File: config.mk
export PLATFORM = sky130hd
export DESIGN_NAME = mdcm_mailbox_flat
export DESIGN_NICKNAME = d
export VERILOG_FILES = /design/src/hw/mdcm_pkg.sv /design/src/hw/mdcm_link_if.sv /design/src/hw/mdcm_mailbox.sv /design/src/flat_wrapper.sv
export VERILOG_INCLUDE_DIRS = /design/src /design/src/hw
export SDC_FILE = /design/constraint.sdc
export NUM_CORES = 1
export LEC_CHECK = 0
export BUFFER_PORTS_ARGS = -buffer_cell sky130_fd_sc_hd__clkbuf_2
export CAP_MARGIN = 20
export CORE_UTILIZATION = 50
export CTS_CLUSTER_DIAMETER = 120
export CTS_CLUSTER_SIZE = 30
export DETAILED_ROUTE_END_ITERATION = 7
export GPL_TIMING_DRIVEN = 0
export PLACE_DENSITY = 0.78
export SLEW_MARGIN = 20
export SYNTH_ARGS = -nofsm -noshare
export SYNTH_HDL_FRONTEND = slang
export SYNTH_SLANG_ARGS = --single-unit
export TNS_END_PERCENT = 50
File: constraint.sdc
create_clock -name mclk -period 1.18 [get_ports mclk]
set_input_delay 0.236 -clock mclk [delete_from_list [all_inputs] [get_ports mclk]]
set_output_delay 0.236 -clock mclk [all_outputs]
set_load 0.03 [all_outputs]
File: src/hw/mdcm_map.svh
`ifndef MDCM_MAP_SVH
`define MDCM_MAP_SVH
// Byte register selects on the microcontroller port.
`define MDCM_SEL_IN_LOW    3'h0
`define MDCM_SEL_IN_MID    3'h1
`define MDCM_SEL_IN_HIGH   3'h2
`define MDCM_SEL_ADR_HIGH  3'h3
`define MDCM_SEL_ADR_LOW   3'h4
`define MDCM_SEL_OUT_HIGH  3'h5
`define MDCM_SEL_OUT_MID   3'h6
`define MDCM_SEL_OUT_LOW   3'h7
// Status byte bit positions.
`define MDCM_STAT_READ     0
`define MDCM_STAT_WRITE    1
`define MDCM_STAT_BUSY     2
// Direction bit inside the high address byte.
`define MDCM_ADRHI_DIR     2
`define MDCM_RESET_BYTE    8'h00
`endif

File: src/hw/mdcm_pkg.sv
`default_nettype none
package mdcm_pkg;
   typedef logic [17:0] mdcm_word_t;
   typedef logic [9:0]  mdcm_addr_t;
   typedef enum logic { MDCM_RD, MDCM_WR } mdcm_dir_t;
endpackage
`default_nettype wire

File: src/hw/mdcm_link_if.sv
`default_nettype none
interface mdcm_link_if;
   import mdcm_pkg::*;
   logic       mcuWe;
   logic       mcuRe;
   logic [2:0] mcuSel;
   logic [7:0] mcuWdata;
   logic [7:0] mcuRdata;
   logic [7:0] mcuStatus;
   modport device (input mcuWe, mcuRe, mcuSel, mcuWdata,
                   output mcuRdata, mcuStatus);
   modport mcu (output mcuWe, mcuRe, mcuSel, mcuWdata,
                input mcuRdata, mcuStatus);
endinterface
`default_nettype wire

File: src/hw/mdcm_mailbox.sv
// Behaviour
// - One 18-bit word over three bytes.
// - Word bits: high 17:10, mid 9:2, low 1:0.
// - Address: low byte 7:0, high bits 1:0.
// - High address bit 2: 0 read, 1 write.
// - Read, Write, Busy flags in status byte.
// - Host writes data low/mid/high, address high, low.
// - Low address write for write sets Write, Busy.
// - DSP reading incoming word clears Write, Busy.
// - Read request sets Read, Busy, read interrupt.
// - DSP writing outgoing word clears Read.
// - Host fetches high, mid, low after Read clears.
// - Read Busy clears after low byte fetched.
// - Host waits for Busy clear before transfers.
`include "mdcm_map.svh"
`default_nettype none
module mdcm_mailbox
   import mdcm_pkg::*;
(
   input  wire logic       mclk,
   input  wire logic       rst_n,
   mdcm_link_if.device     link,
   output var  mdcm_word_t dspWordIn,
   output var  mdcm_addr_t dspAddr,
   output var  logic       dspWriteIrq,
   output var  logic       dspReadIrq,
   input  wire logic       dspInRead,
   input  wire logic       dspOutWrite,
   input  wire mdcm_word_t dspWordOut
);
   typedef struct packed {
      logic [7:0] inHigh;
      logic [7:0] inMid;
      logic [7:0] inLow;
      logic [7:0] adrHigh;
      logic [7:0] adrLow;
      mdcm_word_t outWord;
      logic       readFlag;
      logic       writeFlag;
      logic       busyFlag;
      logic       wIrq;
      logic       rIrq;
      logic [7:0] rdata;
   } mdcm_state_t;

   mdcm_state_t st_reg;
   mdcm_state_t st_next;

   // Strobes decoded from the byte port of the microcontroller.
   logic wrInLow;
   logic wrInMid;
   logic wrInHigh;
   logic wrAdrHigh;
   logic wrAdrLow;
   logic rdOutLow;
   logic reqIsWrite;
   logic setWrite;
   logic setRead;

   assign wrInLow = link.mcuWe && (link.mcuSel == `MDCM_SEL_IN_LOW);
   assign wrInMid = link.mcuWe && (link.mcuSel == `MDCM_SEL_IN_MID);
   assign wrInHigh = link.mcuWe && (link.mcuSel == `MDCM_SEL_IN_HIGH);
   assign wrAdrHigh = link.mcuWe && (link.mcuSel == `MDCM_SEL_ADR_HIGH);
   assign wrAdrLow = link.mcuWe && (link.mcuSel == `MDCM_SEL_ADR_LOW);
   assign rdOutLow = link.mcuRe && (link.mcuSel == `MDCM_SEL_OUT_LOW);
   // The direction is the one held when the low address byte lands.
   assign reqIsWrite = st_reg.adrHigh[`MDCM_ADRHI_DIR];
   assign setWrite = wrAdrLow && reqIsWrite;
   assign setRead = wrAdrLow && !reqIsWrite;

   // Picks the outgoing byte that a select names; other selects read 0.
   function automatic logic [7:0] outByte(input logic [2:0] sel,
                                          input mdcm_word_t word);
      logic [7:0] b;
      b = `MDCM_RESET_BYTE;
      case (sel)
         `MDCM_SEL_OUT_HIGH: begin
            b = word[17:10];
         end
         `MDCM_SEL_OUT_MID: begin
            b = word[9:2];
         end
         `MDCM_SEL_OUT_LOW: begin
            b = {6'h00, word[1:0]};
         end
         default: begin
            b = `MDCM_RESET_BYTE;
         end
      endcase
      return b;
   endfunction

   // Assembles the status byte; spare bits read as zero.
   function automatic logic [7:0] statusByte(input logic rd,
                                             input logic wr,
                                             input logic busy);
      logic [7:0] s;
      s = `MDCM_RESET_BYTE;
      s[`MDCM_STAT_READ] = rd;
      s[`MDCM_STAT_WRITE] = wr;
      s[`MDCM_STAT_BUSY] = busy;
      return s;
   endfunction

   always_comb begin
      st_next = st_reg;

      // Incoming word, one byte per strobe.
      if (wrInLow) begin
         st_next.inLow = link.mcuWdata;
      end
      if (wrInMid) begin
         st_next.inMid = link.mcuWdata;
      end
      if (wrInHigh) begin
         st_next.inHigh = link.mcuWdata;
      end

      // The high address byte stays until it is written again.
      if (wrAdrHigh) begin
         st_next.adrHigh = link.mcuWdata;
      end
      if (wrAdrLow) begin
         st_next.adrLow = link.mcuWdata;
      end

      // Outgoing word, written by the DSP.
      if (dspOutWrite) begin
         st_next.outWord = dspWordOut;
      end

      // A new request sets its flags even if a clear falls in the cycle.
      if (setWrite) begin
         st_next.writeFlag = 1'b1;
      end else if (dspInRead) begin
         st_next.writeFlag = 1'b0;
      end

      if (setRead) begin
         st_next.readFlag = 1'b1;
      end else if (dspOutWrite) begin
         st_next.readFlag = 1'b0;
      end

      // While a write is pending only the DSP may release Busy.
      if (wrAdrLow) begin
         st_next.busyFlag = 1'b1;
      end else if (dspInRead) begin
         st_next.busyFlag = 1'b0;
      end else if (rdOutLow && !st_reg.writeFlag) begin
         st_next.busyFlag = 1'b0;
      end

      // Interrupts are one-cycle pulses toward the DSP.
      st_next.wIrq = setWrite;
      st_next.rIrq = setRead;

      // The read-back byte stands one cycle after its select.
      st_next.rdata = outByte(link.mcuSel, st_reg.outWord);
   end

   always_ff @(posedge mclk or negedge rst_n) begin
      if (!rst_n) begin
         st_reg <= '0;
      end else begin
         st_reg <= st_next;
      end
   end

   assign link.mcuRdata = st_reg.rdata;
   assign link.mcuStatus = statusByte(st_reg.readFlag, st_reg.writeFlag,
                                      st_reg.busyFlag);
   assign dspWordIn = {st_reg.inHigh, st_reg.inMid, st_reg.inLow[1:0]};
   assign dspAddr = {st_reg.adrHigh[1:0], st_reg.adrLow};
   assign dspWriteIrq = st_reg.wIrq;
   assign dspReadIrq = st_reg.rIrq;
endmodule // mdcm_mailbox
`default_nettype wire

File: src/flat_wrapper.sv
// flat-port wrapper written by rule: the top's interface ports become plain ports
module mdcm_mailbox_flat import mdcm_pkg::*;
  (mclk, rst_n, dspWordIn, dspAddr, dspWriteIrq, dspReadIrq, dspInRead, dspOutWrite, dspWordOut, link_mcuWe, link_mcuRe, link_mcuSel, link_mcuWdata, link_mcuRdata, link_mcuStatus);
  mdcm_link_if link_i ();
  input  wire logic mclk;
  input  wire logic rst_n;
  output var  mdcm_word_t dspWordIn;
  output var  mdcm_addr_t dspAddr;
  output var  logic dspWriteIrq;
  output var  logic dspReadIrq;
  input  wire logic dspInRead;
  input  wire logic dspOutWrite;
  input  wire mdcm_word_t dspWordOut;
  input wire logic [$bits(link_i.mcuWe)-1:0] link_mcuWe;
  input wire logic [$bits(link_i.mcuRe)-1:0] link_mcuRe;
  input wire logic [$bits(link_i.mcuSel)-1:0] link_mcuSel;
  input wire logic [$bits(link_i.mcuWdata)-1:0] link_mcuWdata;
  output wire logic [$bits(link_i.mcuRdata)-1:0] link_mcuRdata;
  output wire logic [$bits(link_i.mcuStatus)-1:0] link_mcuStatus;
  assign link_i.mcuWe = link_mcuWe;
  assign link_i.mcuRe = link_mcuRe;
  assign link_i.mcuSel = link_mcuSel;
  assign link_i.mcuWdata = link_mcuWdata;
  assign link_mcuRdata = link_i.mcuRdata;
  assign link_mcuStatus = link_i.mcuStatus;
  mdcm_mailbox u_core (.mclk(mclk), .rst_n(rst_n), .link(link_i), .dspWordIn(dspWordIn), .dspAddr(dspAddr), .dspWriteIrq(dspWriteIrq), .dspReadIrq(dspReadIrq), .dspInRead(dspInRead), .dspOutWrite(dspOutWrite), .dspWordOut(dspWordOut));
endmodule
; ---- Word-level counts from Yosys, hierarchy flattened
; Index checks and enable logic that the tools add are counted.
; W data, S select, Z words.
[totals]
reg_bits = 60
in_bits = 35
out_inout_bits = 46
elab_cells = 42
[op_classes]
reduce_logical = 15
eq_ne = 7
mux = 8
[op_table]
columns = op, count
row1 = $pmux W8 S3, 1
row2 = $eq A3 B3 Y1 const B, 4
row3 = $logic_and A1 B1 Y1, 9
row4 = $mux W1, 7
row5 = $eq A3 B2 Y1 const B, 2
row6 = $reduce_bool A2 Y1, 2
row7 = $eq A3 B1 Y1 const B, 1
row8 = $logic_not A3 Y1, 1
row9 = $reduce_bool A3 Y1, 1
row10 = $logic_not A1 Y1, 2

; ---- Depth between registers and ports, before layout
; Gate-level depths: netlist of run 1.
[logic_depth]
ltp_word = 6
ltp_mapped = 5
ltp_nobuf = 3

; ---- Worst setup path before layout of run 1
; OpenSTA, ideal clock, no wires.
[synth_timing]
path_type = input to register
startpoint = input link_mcuSel[1]
endpoint = register u_core.st_reg (netlist bit u_core.dspWordIn[10])
setup_time_ns = 0.125
slack_ns = -0.105
path_buffers = 2
path_stages = 5
arrival_ns = 1.160
t_required_ns = 1.055
path_cell_list = buf_6 > nor2b_4 > and3_4 > buf_12 > mux2_4
[synth_via]
elab_chain_len = 2
[synth_lines]
columns = item, line
row1 = from (decl), flat_wrapper.sv:16  ; input wire logic [$bits(link_i.mcuSel)-1:0] link_mcuSel;
row2 = $eq A3 B2 Y1 (no source line), -
row3 = $logic_and A1 B1 Y1, mdcm_mailbox.sv:62  ; assign wrInHigh = link.mcuWe && (link.mcuSel == `MDCM_SEL_IN_HIGH);
row4 = to (signal assigned), mdcm_mailbox.sv:166  ; st_reg <= st_next;
row5 = to (decl), mdcm_mailbox.sv:46  ; mdcm_state_t st_reg;
; No other way between the ends.
; A chain may end at the register's enable or synchronous reset.

; ---- Worst setup path in the final report of run 1
[layout_timing]
startpoint = register u_core.st_reg (netlist bit u_core.dspAddr[5])
endpoint = output dspAddr[5]
[layout_rtl]
columns = item, line
row1 = to (decl), flat_wrapper.sv:8  ; output var mdcm_addr_t dspAddr;
; No word-level cell between the ends.

==> results of run 1 <==
power by group through the flow:
| stage | registers, uW | logic (uW) | clock network [uW] |
|---|---|---|---|
| 3_5_place_dp | 2560 | 1700 | 0 |
| 2_1_floorplan | 2520 | 1310 | 0 |
| 6_report | 2570 | 1920 | 1670 |
| 5_1_grt | 2610 | 2010 | 1810 |
| 4_1_cts | 2570 | 2030 | 1710 |
| 3_3_place_gp | 2550 | 1670 | 0 |
worst register-to-register path, stage by stage, from the launching register on:
cell,delay (ps)
dfrtp_1,380
buf_4,140
o311ai_0,330
nand2_1,80
cell families after synthesis:
kind of cell / share of synthesized area, %
flip-flops: 54.3
buffers and inverters: 15.4
multiplexers: 22.0
AND/OR/NAND/NOR: 4.80
AO/OA/AOI/OAI: 3.35
other: 0.136
synthesized netlist by cell type, types with 2 or more instances:
master,count
mux2_4,16
nand2_1,3
a22oi_1,6
nor2b_4,2
buf_4,44
inv_1,2
buf_2,2
buf_12,2
buf_6,3
a21oi_1,2
nor2_1,8
dfrtp_1,60
and3_4,2
mux2_2,31
mux2i_1,2
a211oi_1,2
metal layers:
layer / vias up / global-route usage (%)
met5: - / 0
met4: 0 / 11.2
met3: 6 / 4.55
met2: 47 / 33.3
met1: 810 / 24.3
li1: 780 / -
worst max path at each step:
stage          slack (ps)                    to
6_report              -10            dspAddr[5]
5_1_grt               -40            dspAddr[5]
4_1_cts               -60            dspAddr[7]
3_5_place_dp         -220  u_core.dspWordIn[14]
3_3_place_gp         -390  u_core.dspWordIn[15]
2_1_floorplan         -80   u_core.dspWordIn[2]
area by class of cell:
cell class              instances  area, sq um
inverters                       3         11.3
clock buffers                  15          176
multi-input cells              88          853
well taps                      70         87.6
clock inverters                 1         5.00
repair buffers                 88          791
fillers                       381         1520
plain buffers                  23          258
flip-flops and latches         60         1500
what timing repair did:
item / CTS / global route
hold buffers: 1 / 0
resized for setup: 97 / 3
buffers inserted: 11 / 3
setup endpoints to repair: 39 / 21
endpoints found under the hold margin: 19 / 0
cloned: 0 / 0
stage by stage:
step / std cells / power, uW / area, sq um
after floorplan: 202 / 3830 / 2790
after global placement: 344 / 4210 / 3240
after detailed placement: 345 / 4260 / 3260
after CTS: 355 / 6310 / 3760
after global routing: 348 / 6440 / 3680
final: 348 / 6170 / 3680
==> metrics.sh, run 1 <==
STATUS='finished, violations left'
SYNTH_AREA_LEADER_CELL='dfrtp_1'
LEAKAGE_uW=0.00181
SYNTHARSTFLOPSHARE_PCT=100
SYNTH-SEQ-AREA-SHARE_PCT=54.3
PORT_BUFFERS=72
START_KIND='flip-flop'
INSERTED_DIODES=0
MOST_COMMON_FLOP_CELL_MAPPED_BY_YOSYS='dfrtp_1'
POWER.SWITCHING_uW=1820
POWER.SHARE.CLOCK_PCT=27.1
MIN_PATH_CELLS=2
DIE_HEIGHT_MICRONS=76.4
ANTENNA_LEFT=0
RSZ0062_AT_GRT='true'
CAP_VIOL_MAX_COUNT=0
SYNTHDOMINANTCELLAREASHARE_PCT=54.3
COMB_POWER_SHARE_PCT=31.1
DETAIL_ROUTE.WL_PER_CELL_MICRONS=14.8
VIOLATED_CHECKS='setup timing'
SYNTH_EDF_COUNT=0
NUMBER_OF_ANTENNA_VIOLATIONS_AT_THE_FIRST_CHECK_IN_GLOBAL_ROUTING=0
CRITPATHREQUIREDTIME_PS=940
SYN2LAYOUT_AREA_GROWTH_PCT=33.2
TIMING.CRITICAL_PATH.MAX_DELAY_FAMILY='flip-flops'
CORE_SQ_MM=0.00520
FIN_NETS=308
SYNTH_AREA_PER_CELL_SQ_UM=14.0
MET1_LENGTH_MICRONS=2290
HOLDCRITSTARTPOINT='link_mcuSel[0]'
CTSLONGESTPATHBUFFERS=2
POST_ROUTE_DRC=0
NUM_IO_PINS=81
CLK_ROOT_BUFFER_CELL='clkbuf_8'
CLOCK-SKEW-FINAL_PS=7.84
REG2REG_TO='u_core.link.mcuStatus[2]'
POST-PLACE-WS_PS=-220
SYNTH.YOSYS.WARNINGS=0
POSTLAYOUTCOREUTIL_PCT=70.8
CELL_COUNT_OF_THE_WORST_REG_TO_REG_PATH=3
MOSTFREQUENTLAYOUTCELLS='dfrtp_1, buf_6, clkbuf_2'
DETAILROUTE.WIRELENGTH.MET2_MICRONS=2590
DRIVE_ABOVE_1_SHARE_PCT=63.7
MAX_FREQ_MHz=838
PATH_CLASS='reg -> out'
DIE_W_MICRONS=76.4
DR.PASS1.ITERS=4
H_TREE_LEVEL_COUNT=3
TCRIT_TCLK_FINAL_PCT=101
WORST_SLACK_PS=-12.8
CRIT_PATH_MAX_FANOUT=2
FINAL_COMMON_CELL='dfrtp_1'
DETAIL_ROUTE.ITER0.VIOLATIONS=56
TOP_AREA_CELLS_IN_THE_SYNTHESIZED_NETLIST='dfrtp_1, mux2_2, buf_4, mux2_4, a22oi_1'
TRITONCTS.NUM_BUFFERS=9
GRT_PASS1_VIAS=1808
GRT_FIRST_PASS_WIRELENGTH_MICRONS=8830
PLACE_HPWL_MICRONS=3470
DRT-TOTAL-WL_MICRONS=5150
DR.MAX_LAYER_USED='met4'
SW_FRAC_OF_TOTAL_PCT=29.5
RRSETUPSLACK_PS=130
GRTUSAGETOTAL_PCT=20.1
CELLPOWERDENSITY_mW_PER_MM2=1670
START_UTIL_PCT=53.1
CRITPATHLAUNCH='u_core.dspAddr[5]'
CP_CELL_SEQUENCE='buf_6 -> buf_6'
SEQ_POWER_SHARE_PCT=41.7
CRITICAL_PATH.SLOWEST_CELL='dfrtp_1'
GRT_MAX_DEGREE=42
DETAILROUTE.WIRELENGTH.MET3_MICRONS=186
SYNTHESIS.INSTANCES=198
WORST-PATH-STAGES=2
ROW_COUNT=26
GRT.OVERFLOW.TOTAL=0
MIN_DELAY_WORST_ENDPOINT='u_core.link.mcuRdata[0]'
CLKTRANSATPATHREGS_PS=60
MAPPEDNETLISTAREA_SQ_MM=0.00277
CP_NUM_BUF_INV=2
CRIT-REG2REG-LAUNCH='u_core.link.mcuStatus[1]'
TRITONCTS_CLOCK_TREE='yes'
P_INT_uW=4350
VIASPERCELL=4.72
DETAILROUTE.VIA_COUNT=1643
NUMBER_OF_HOLD_VIOLATIONS_IN_THE_FINAL_REPORT=0
TNS_PS=-31.0
SKEW_PAIR_LATE_INSERTION_DELAY_PS=320
DESIGN.DIE.AREA_SQ_MM=0.00583
TIMING.CRITICAL_PATH.TO_TYPE='primary output'
TIMING_MAX_TRANSITION_VIOLATIONS_FINAL=0
CRITPATHMAXSTAGEDELAY_PS=390
WHS_PS=126
YS_SEQ_ELEMENTS=60
FINALSETUPVIOLCOUNT=4
FINAL_PERIOD_MINUS_WORST_SETUP_SLACK_PS=1190
CRITPATHMOSTFREQUENTCELL='buf_6'
ARRIVAL_PS=960
VDD_IR_DROP_MAX_mV=1.15
HOLD_CLASS='in -> reg'
GLOBAL_PLACER_S_FINAL_WEIGHTED_CONGESTION=0.730
DISTINCT_CELL_TYPE_COUNT_AFTER_SYNTHESIS=27
TRITONCTS_NUM_SINKS=60
Note: power is estimated with default switching activity, not from simulation.
==> inputs of run 2 (changes only) <==
--- a/config.mk
+++ b/config.mk
@@ -6,6 +6,7 @@
 export SDC_FILE = /design/constraint.sdc
 export NUM_CORES = 1
 export LEC_CHECK = 0
+export ABC_AREA = 1
 export BUFFER_PORTS_ARGS = -buffer_cell sky130_fd_sc_hd__clkbuf_2
 export CAP_MARGIN = 20
 export CORE_UTILIZATION = 50
==> metrics.sh, run 2 <==
DETAIL_ROUTE.ITER0.VIOLATIONS=96  # +71%
SYNTHDOMINANTCELLAREASHARE_PCT=54.8  # +0.50 points
TOTAL_POWER_CONSUMPTION_OF_THE_ROUTED_DESIGN_uW=5730  # -7.1%
GRT_FIRST_PASS_WIRELENGTH_MICRONS=9760  # +11%
SYNTHARSTFLOPSHARE_PCT=100  # unchanged
SYNTH_COMMONEST_CELLS='nand2_1, dfrtp_1, buf_4, nand3_1, nor2_1'
MOSTFREQUENTLAYOUTCELLS='nand2_1, dfrtp_1, buf_6'
VIOLATED_CHECKS='setup timing'
GRT_MAX_DEGREE=40  # -4.8%
CAP_VIOL_MAX_COUNT=0  # unchanged
CLKTRANSATPATHREGS_PS=60  # about the same
LEAKAGE_uW=0.00204  # +13%
DIE_W_MICRONS=76.0  # -0.44%
PORT_BUFFERS=72  # unchanged
FINALSETUPVIOLCOUNT=2  # -2
RSZ0062_AT_GRT='true'
NUMBER_OF_ANTENNA_VIOLATIONS_AT_THE_FIRST_CHECK_IN_GLOBAL_ROUTING=0  # unchanged
DRT-TOTAL-WL_MICRONS=5720  # +11%
DETAIL_ROUTE.WL_PER_CELL_MICRONS=12.2  # -17%
CELLPOWERDENSITY_mW_PER_MM2=1570  # -6.1%
STATUS='finished, violations left'
SKEW_PAIR_LATE_INSERTION_DELAY_PS=310  # about the same
NUMPLACEDINSTANCES=467  # +35%
DETAILROUTE.VIA_COUNT=2157  # +31%
YS_SEQ_ELEMENTS=60  # unchanged
MAPPEDNETLISTAREA_SQ_MM=0.00274  # -0.90%
GLOBAL_PLACER_S_FINAL_WEIGHTED_CONGESTION=0.785  # +7.5%
HOLD_CLASS='in -> reg'
SYN2LAYOUT_AREA_GROWTH_PCT=33.0
FINAL_AREA_SQ_MM=0.00364  # -1.1%
CRIT_PATH_MAX_FANOUT=2  # unchanged
PATH_CLASS='reg -> out'
NUM_IO_PINS=81  # unchanged
GRT.OVERFLOW.TOTAL=0  # unchanged
CLK_ROOT_BUFFER_CELL='clkbuf_8'
POST_ROUTE_DRC=0  # unchanged
NUMBER_OF_HOLD_VIOLATIONS_IN_THE_FINAL_REPORT=0  # unchanged
CLOCK-SKEW-FINAL_PS=4.58  # -3.26 ps
CRITPATHREQUIREDTIME_PS=940  # about the same
PLACE_HPWL_MICRONS=4100  # +18%
LAYOUT.CELLS.NON_FILLER=468  # +34%
ROW_COUNT=26  # unchanged
FIN_NETS=430  # +40%
SYNTH.YOSYS.WARNINGS=0  # unchanged
TIMING.CRITICAL_PATH.TO_TYPE='primary output'
H_TREE_LEVEL_COUNT=3  # unchanged
DESIGN.DIE.AREA_SQ_MM=0.00578  # -0.88%
CORE_SQ_MM=0.00520  # unchanged
START_UTIL_PCT=52.6  # -0.48 points
TNS_PS=-16.7  # +14.3 ps
WORST_SLACK_PS=-15.6  # -2.81 ps
INSERTED_DIODES=0  # unchanged
TRITONCTS.NUM_BUFFERS=9  # unchanged
TRITONCTS_NUM_SINKS=60  # unchanged
DR.PASS1.ITERS=4  # unchanged
TRITONCTS_CLOCK_TREE='yes'
TCRIT_TCLK_FINAL_PCT=101  # +0.24 points
TOP_AREA_CELLS_IN_THE_SYNTHESIZED_NETLIST='dfrtp_1, nand2_1, buf_4, nand3_1, nor2_4'
SYNTH_AREA_LEADER_CELL='dfrtp_1'
DIE_HEIGHT_MICRONS=76.0  # -0.44%
CTSLONGESTPATHBUFFERS=2  # unchanged
MAX_FREQ_MHz=836  # -0.23%
VIASPERCELL=4.61  # -2.4%
SYNTH_EDF_COUNT=0  # unchanged
GRTUSAGETOTAL_PCT=21.6  # +1.5 points
POST-PLACE-WS_PS=4.37  # +225 ps
MIN_PATH_CELLS=3  # +1
VDD_IR_DROP_MAX_mV=0.981  # -14%
SYNTHESIS.INSTANCES=320  # +62%
MOST_COMMON_FLOP_CELL_MAPPED_BY_YOSYS='dfrtp_1'
ANTENNA_LEFT=0  # unchanged
AREA_AFTER_DPL_SQ_MM=0.00323  # -1.2%
CELL_COUNT_OF_THE_WORST_REG_TO_REG_PATH=5  # +2
START_KIND='flip-flop'
FINAL_COMMON_CELL='nand2_1'
SYNTH_AREA_PER_CELL_SQ_UM=8.56  # -39%
ARRIVAL_PS=960  # about the same
DRIVE_ABOVE_1_SHARE_PCT=34.4  # -29 points
TIMING_MAX_TRANSITION_VIOLATIONS_FINAL=0  # unchanged
SYNTH.MOST_COMMON_CELL='nand2_1'
FINAL_PERIOD_MINUS_WORST_SETUP_SLACK_PS=1200  # +2.81 ps
DISTINCT_CELL_TYPE_COUNT_AFTER_SYNTHESIS=17  # -37%
SYNTH-SEQ-AREA-SHARE_PCT=54.8  # +0.50 points
GRT_PASS1_VIAS=2163  # +20%
[run 2: changes by cell type after synthesis, sizes merged, moves of 2 or more]
| cell | change |
|---|---|
| nor2b | -2 |
| nand3 | +12 |
| mux2i | -2 |
| nand4 | +5 |
| nand2 | +163 |
| inv | +6 |
| a22oi | -6 |
| and3 | -2 |
| nor2 | +4 |
| mux2 | -47 |
| a211oi | -2 |
| o21ai | +2 |
| a21oi | -2 |
[run 2: critical path, stage by stage, from the launching register on]
cell     delay, ps
dfrtp_1        400
buf_6          130
buf_8          120
[run 2: final cells by class]
cell class                      count  area, sq um
Buffer                             24          224
Clock buffer                       12          165
Clock inverter                      2         10.0
Fill cell                         411         1560
Inverter                            9         33.8
Multi-Input combinational cell    204          838
Sequential cell                    60         1500
Tap cell                           70         87.6
Timing Repair Buffer               87          783
[run 2: repair_timing]
action	4_1_cts	5_1_grt
gates resized for setup	94	8
hold buffers	1	0
setup buffers	6	7
endpoints found under the setup margin	39	21
cloned	0	0
hold endpoints to repair	21	0
[run 2: kinds of logic after synthesis]
logic type | after synthesis | share of synthesized area, %
AOI/OAI and AO/OA | 3 | 0.639
DFF | 60 | 54.8
other | 1 | 0.137
and+or+nand+nor | 196 | 29.3
buffers and inverters | 60 | 15.2
[run 2: stage by stage]
stage | util, % | hold slack [ps]
floorplan | - | -59.6
finish | 70.0 | 121
CTS | 70.3 | 106
detailed placement | 62.0 | 180
global placement | 61.5 | 439
global route | 70.0 | 122
[run 2: final timing paths]
check                                               from                        to  slack (ps)
worst max-delay path                u_core.dspWordIn[11]             dspWordIn[11]         -20
worst min-delay path                       dspWordOut[7]         u_core.st_reg[20]         120
worst max register to register  u_core.link.mcuStatus[1]  u_core.link.mcuStatus[2]         270
worst min register to register         u_core.st_reg[18]   u_core.link.mcuRdata[3]         470
max in group asynchronous                          rst_n         u_core.dspAddr[0]         310
min in group asynchronous                          rst_n         u_core.st_reg[29]         370
[run 2: layer usage]
metal / up-vias / track usage, % / part of all wire, %
met5: - / 0 / 0
met4: 0 / 8.65 / 0.73
met3: 2 / 3.95 / 3.8
met2: 52 / 36.7 / 51
met1: 1025 / 27.4 / 44
li1: 1078 / - / -
[run 2: power breakdown]
part	total [uW]	internal [uW]	switching [uW]
clock	1600	903	696
combinational	1630	766	861
sequential	2510	2320	182
==> inputs of run 3 (changes only) <==
--- a/config.mk
+++ b/config.mk
@@ -14,7 +14,8 @@
 export CTS_CLUSTER_SIZE = 30
 export DETAILED_ROUTE_END_ITERATION = 7
 export GPL_TIMING_DRIVEN = 0
-export PLACE_DENSITY = 0.78
+export MAX_ROUTING_LAYER = met4
+export PLACE_DENSITY = 0.76
 export SLEW_MARGIN = 20
 export SYNTH_ARGS = -nofsm -noshare
 export SYNTH_HDL_FRONTEND = slang
==> metrics.sh, run 3 (synthesis results as in run 2) <==
LEAKAGE_uW=0.00203  # -0.36%
PATH_CLASS='reg -> out'
H_TREE_LEVEL_COUNT=3  # unchanged
TRITONCTS_CLOCK_TREE='yes'
REG2REG_TO='u_core.link.mcuStatus[2]'
SKEW_PAIR_LATE_INSERTION_DELAY_PS=340  # +30 ps
GRT_PASS1_VIAS=2112  # -2.4%
NUMPLACEDINSTANCES=467  # unchanged
VDD_IR_DROP_MAX_mV=0.917  # -6.6%
SW_FRAC_OF_TOTAL_PCT=29.8  # -0.58 points
TRITONCTS_NUM_SINKS=60  # unchanged
CAP_VIOL_MAX_COUNT=0  # unchanged
START_UTIL_PCT=52.6  # unchanged
NUMBER_OF_HOLD_VIOLATIONS_IN_THE_FINAL_REPORT=0  # unchanged
POSTLAYOUTCOREUTIL_PCT=70.0  # about the same
CLOCK-SKEW-FINAL_PS=8.23  # +3.65 ps
SYN2LAYOUT_AREA_GROWTH_PCT=32.9  # about the same
DIE_W_MICRONS=76.0  # unchanged
DIE_HEIGHT_MICRONS=76.0  # unchanged
ANTENNA_LEFT=0  # unchanged
TRITONCTS.NUM_BUFFERS=9  # unchanged
CRITPATHMAXSTAGEDELAY_PS=380  # -20 ps
AREA_AFTER_DPL_SQ_MM=0.00323  # unchanged
RRSETUPSLACK_PS=290  # +20 ps
POWER.SWITCHING_uW=1820  # +4.5%
DRIVE_ABOVE_1_SHARE_PCT=33.7  # -0.75 points
GRT_FIRST_PASS_WIRELENGTH_MICRONS=9730  # -0.35%
FINALSETUPVIOLCOUNT=10  # +8
DETAIL_ROUTE.WL_PER_CELL_MICRONS=12.2  # about the same
TIMING_MAX_TRANSITION_VIOLATIONS_FINAL=0  # unchanged
FIN_NETS=425  # -1.2%
SEQ_POWER_SHARE_PCT=41.0  # -2.7 points
MAX_FREQ_MHz=833  # -0.44%
FINAL_COMMON_CELL='nand2_1'
PORT_BUFFERS=72  # unchanged
CLK_ROOT_BUFFER_CELL='clkbuf_8'
CP_NUM_BUF_INV=2  # unchanged
NUMBER_OF_ANTENNA_VIOLATIONS_AT_THE_FIRST_CHECK_IN_GLOBAL_ROUTING=0  # unchanged
CELLPOWERDENSITY_mW_PER_MM2=1680  # +6.5%
FINAL_PERIOD_MINUS_WORST_SETUP_SLACK_PS=1200  # +5.27 ps
VIASPERCELL=4.73  # +2.6%
FINAL_AREA_SQ_MM=0.00364  # about the same
INSERTED_DIODES=0  # unchanged
LAYOUT.CELLS.NON_FILLER=465  # -0.64%
CRIT-REG2REG-LAUNCH='u_core.link.mcuStatus[1]'
DETAILROUTE.VIA_COUNT=2199  # +1.9%
WORST_SLACK_PS=-20.9  # -5.27 ps
POST-PLACE-WS_PS=-2.37  # -6.74 ps
CRITPATHMOSTFREQUENTCELL='buf_6'
TIMING.CRITICAL_PATH.MAX_DELAY_FAMILY='flip-flops'
P_INT_uW=4290  # +7.4%
CELL_COUNT_OF_THE_WORST_REG_TO_REG_PATH=5  # unchanged
DRT-TOTAL-WL_MICRONS=5680  # -0.70%
COMB_POWER_SHARE_PCT=25.8  # -2.6 points
CORE_SQ_MM=0.00520  # unchanged
GRT_MAX_DEGREE=35  # -13%
TIMING.CRITICAL_PATH.TO_TYPE='primary output'
STATUS='finished, violations left'
WHS_PS=95.1  # -26.2 ps
GLOBAL_PLACER_S_FINAL_WEIGHTED_CONGESTION=0.836  # +6.6%
DESIGN.DIE.AREA_SQ_MM=0.00578  # unchanged
CRITPATHLAUNCH='u_core.link.mcuRdata[7]'
VIOLATED_CHECKS='setup timing'
DETAIL_ROUTE.ITER0.VIOLATIONS=135  # +41%
CLKTRANSATPATHREGS_PS=70  # about the same
CP_CELL_SEQUENCE='buf_6 -> buf_6'
POST_ROUTE_DRC=0  # unchanged
CRITICAL_PATH.SLOWEST_CELL='dfrtp_1'
POWER.SHARE.CLOCK_PCT=33.1  # +5.2 points
ROW_COUNT=26  # unchanged
RSZ0062_AT_GRT='true'
GRTUSAGETOTAL_PCT=22.2  # +0.60 points
HOLD_CLASS='in -> reg'
PLACE_HPWL_MICRONS=3960  # -3.2%
CRITPATHREQUIREDTIME_PS=940  # about the same
ARRIVAL_PS=960  # about the same
CTSLONGESTPATHBUFFERS=2  # unchanged
NUM_IO_PINS=81  # unchanged
MOSTFREQUENTLAYOUTCELLS='nand2_1, dfrtp_1, clkbuf_2'
START_KIND='flip-flop'
TCRIT_TCLK_FINAL_PCT=102  # +0.45 points
CRIT_PATH_MAX_FANOUT=1  # -1
GRT.OVERFLOW.TOTAL=0  # unchanged
WORST-PATH-STAGES=2  # unchanged
MIN_PATH_CELLS=3  # unchanged
CRIT_PATH_END='link_mcuRdata[7]'
DR.PASS1.ITERS=4  # unchanged
-- run 3: cell types whose count changed in the layout (fill, tap and decap cells not counted) --
cell       change
clkinv_2       +1
clkbuf_1       +1
clkbuf_8       -1
buf_6          -3
bufinv_16      +2
buf_4          -3
-- run 3: layer usage --
metal,wire length (microns),GRT usage [%],part of all wire (%)
met5,0,-,0
met4,141,9.62,2.5
met3,236,4.43,4.2
met2,2740,34.0,48
met1,2570,29.0,45
-- run 3: how the worst min path moves through the flow --
stage,start,endpoint,slack [ps]
3_5_place_dp,rst_n,u_core.st_reg[21],210
5_1_grt,dspWordOut[14],u_core.st_reg[27],90
4_1_cts,dspWordOut[7],u_core.st_reg[20],90
3_3_place_gp,dspWordOut[6],u_core.st_reg[19],440
6_report,dspWordOut[6],u_core.st_reg[19],100
2_1_floorplan,rst_n,u_core.dspAddr[0],-60
-- run 3: layout make-up --
cell class	count	area, sq um
Buffer	22	201
Clock buffer	11	141
Clock inverter	5	75.1
Fill cell	406	1560
Inverter	9	33.8
Multi-Input combinational cell	204	838
Sequential cell	60	1500
Tap cell	70	87.6
Timing Repair Buffer	84	763
-- run 3: repair_timing --
action	4_1_cts	5_1_grt
setup endpoints to repair	39	20
buffers inserted	6	4
hold buffers	1	0
resized for setup	96	2
endpoints found under the hold margin	26	0
-- run 3: worst min-delay path, stage by stage --
cell      delay (ps)
clkbuf_2          70
nand2_1           40
nand2_1           50
-- run 3: power groups by stage --
stage,sequential (uW),combinational [uW],clock (uW)
2_1_floorplan,2460,1060,0
3_3_place_gp,2490,1400,0
3_5_place_dp,2490,1420,0
4_1_cts,2500,1650,2040
5_1_grt,2540,1680,2120
6_report,2510,1580,2020
-- run 3: stage by stage --
stage                     TNS, ps  power [uW]
after floorplan                 0        3520
after global placement     -22840        3880
after detailed placement    -2.37        3920
after CTS                    -460        6180
after global routing         -359        6340
final                        -105        6100
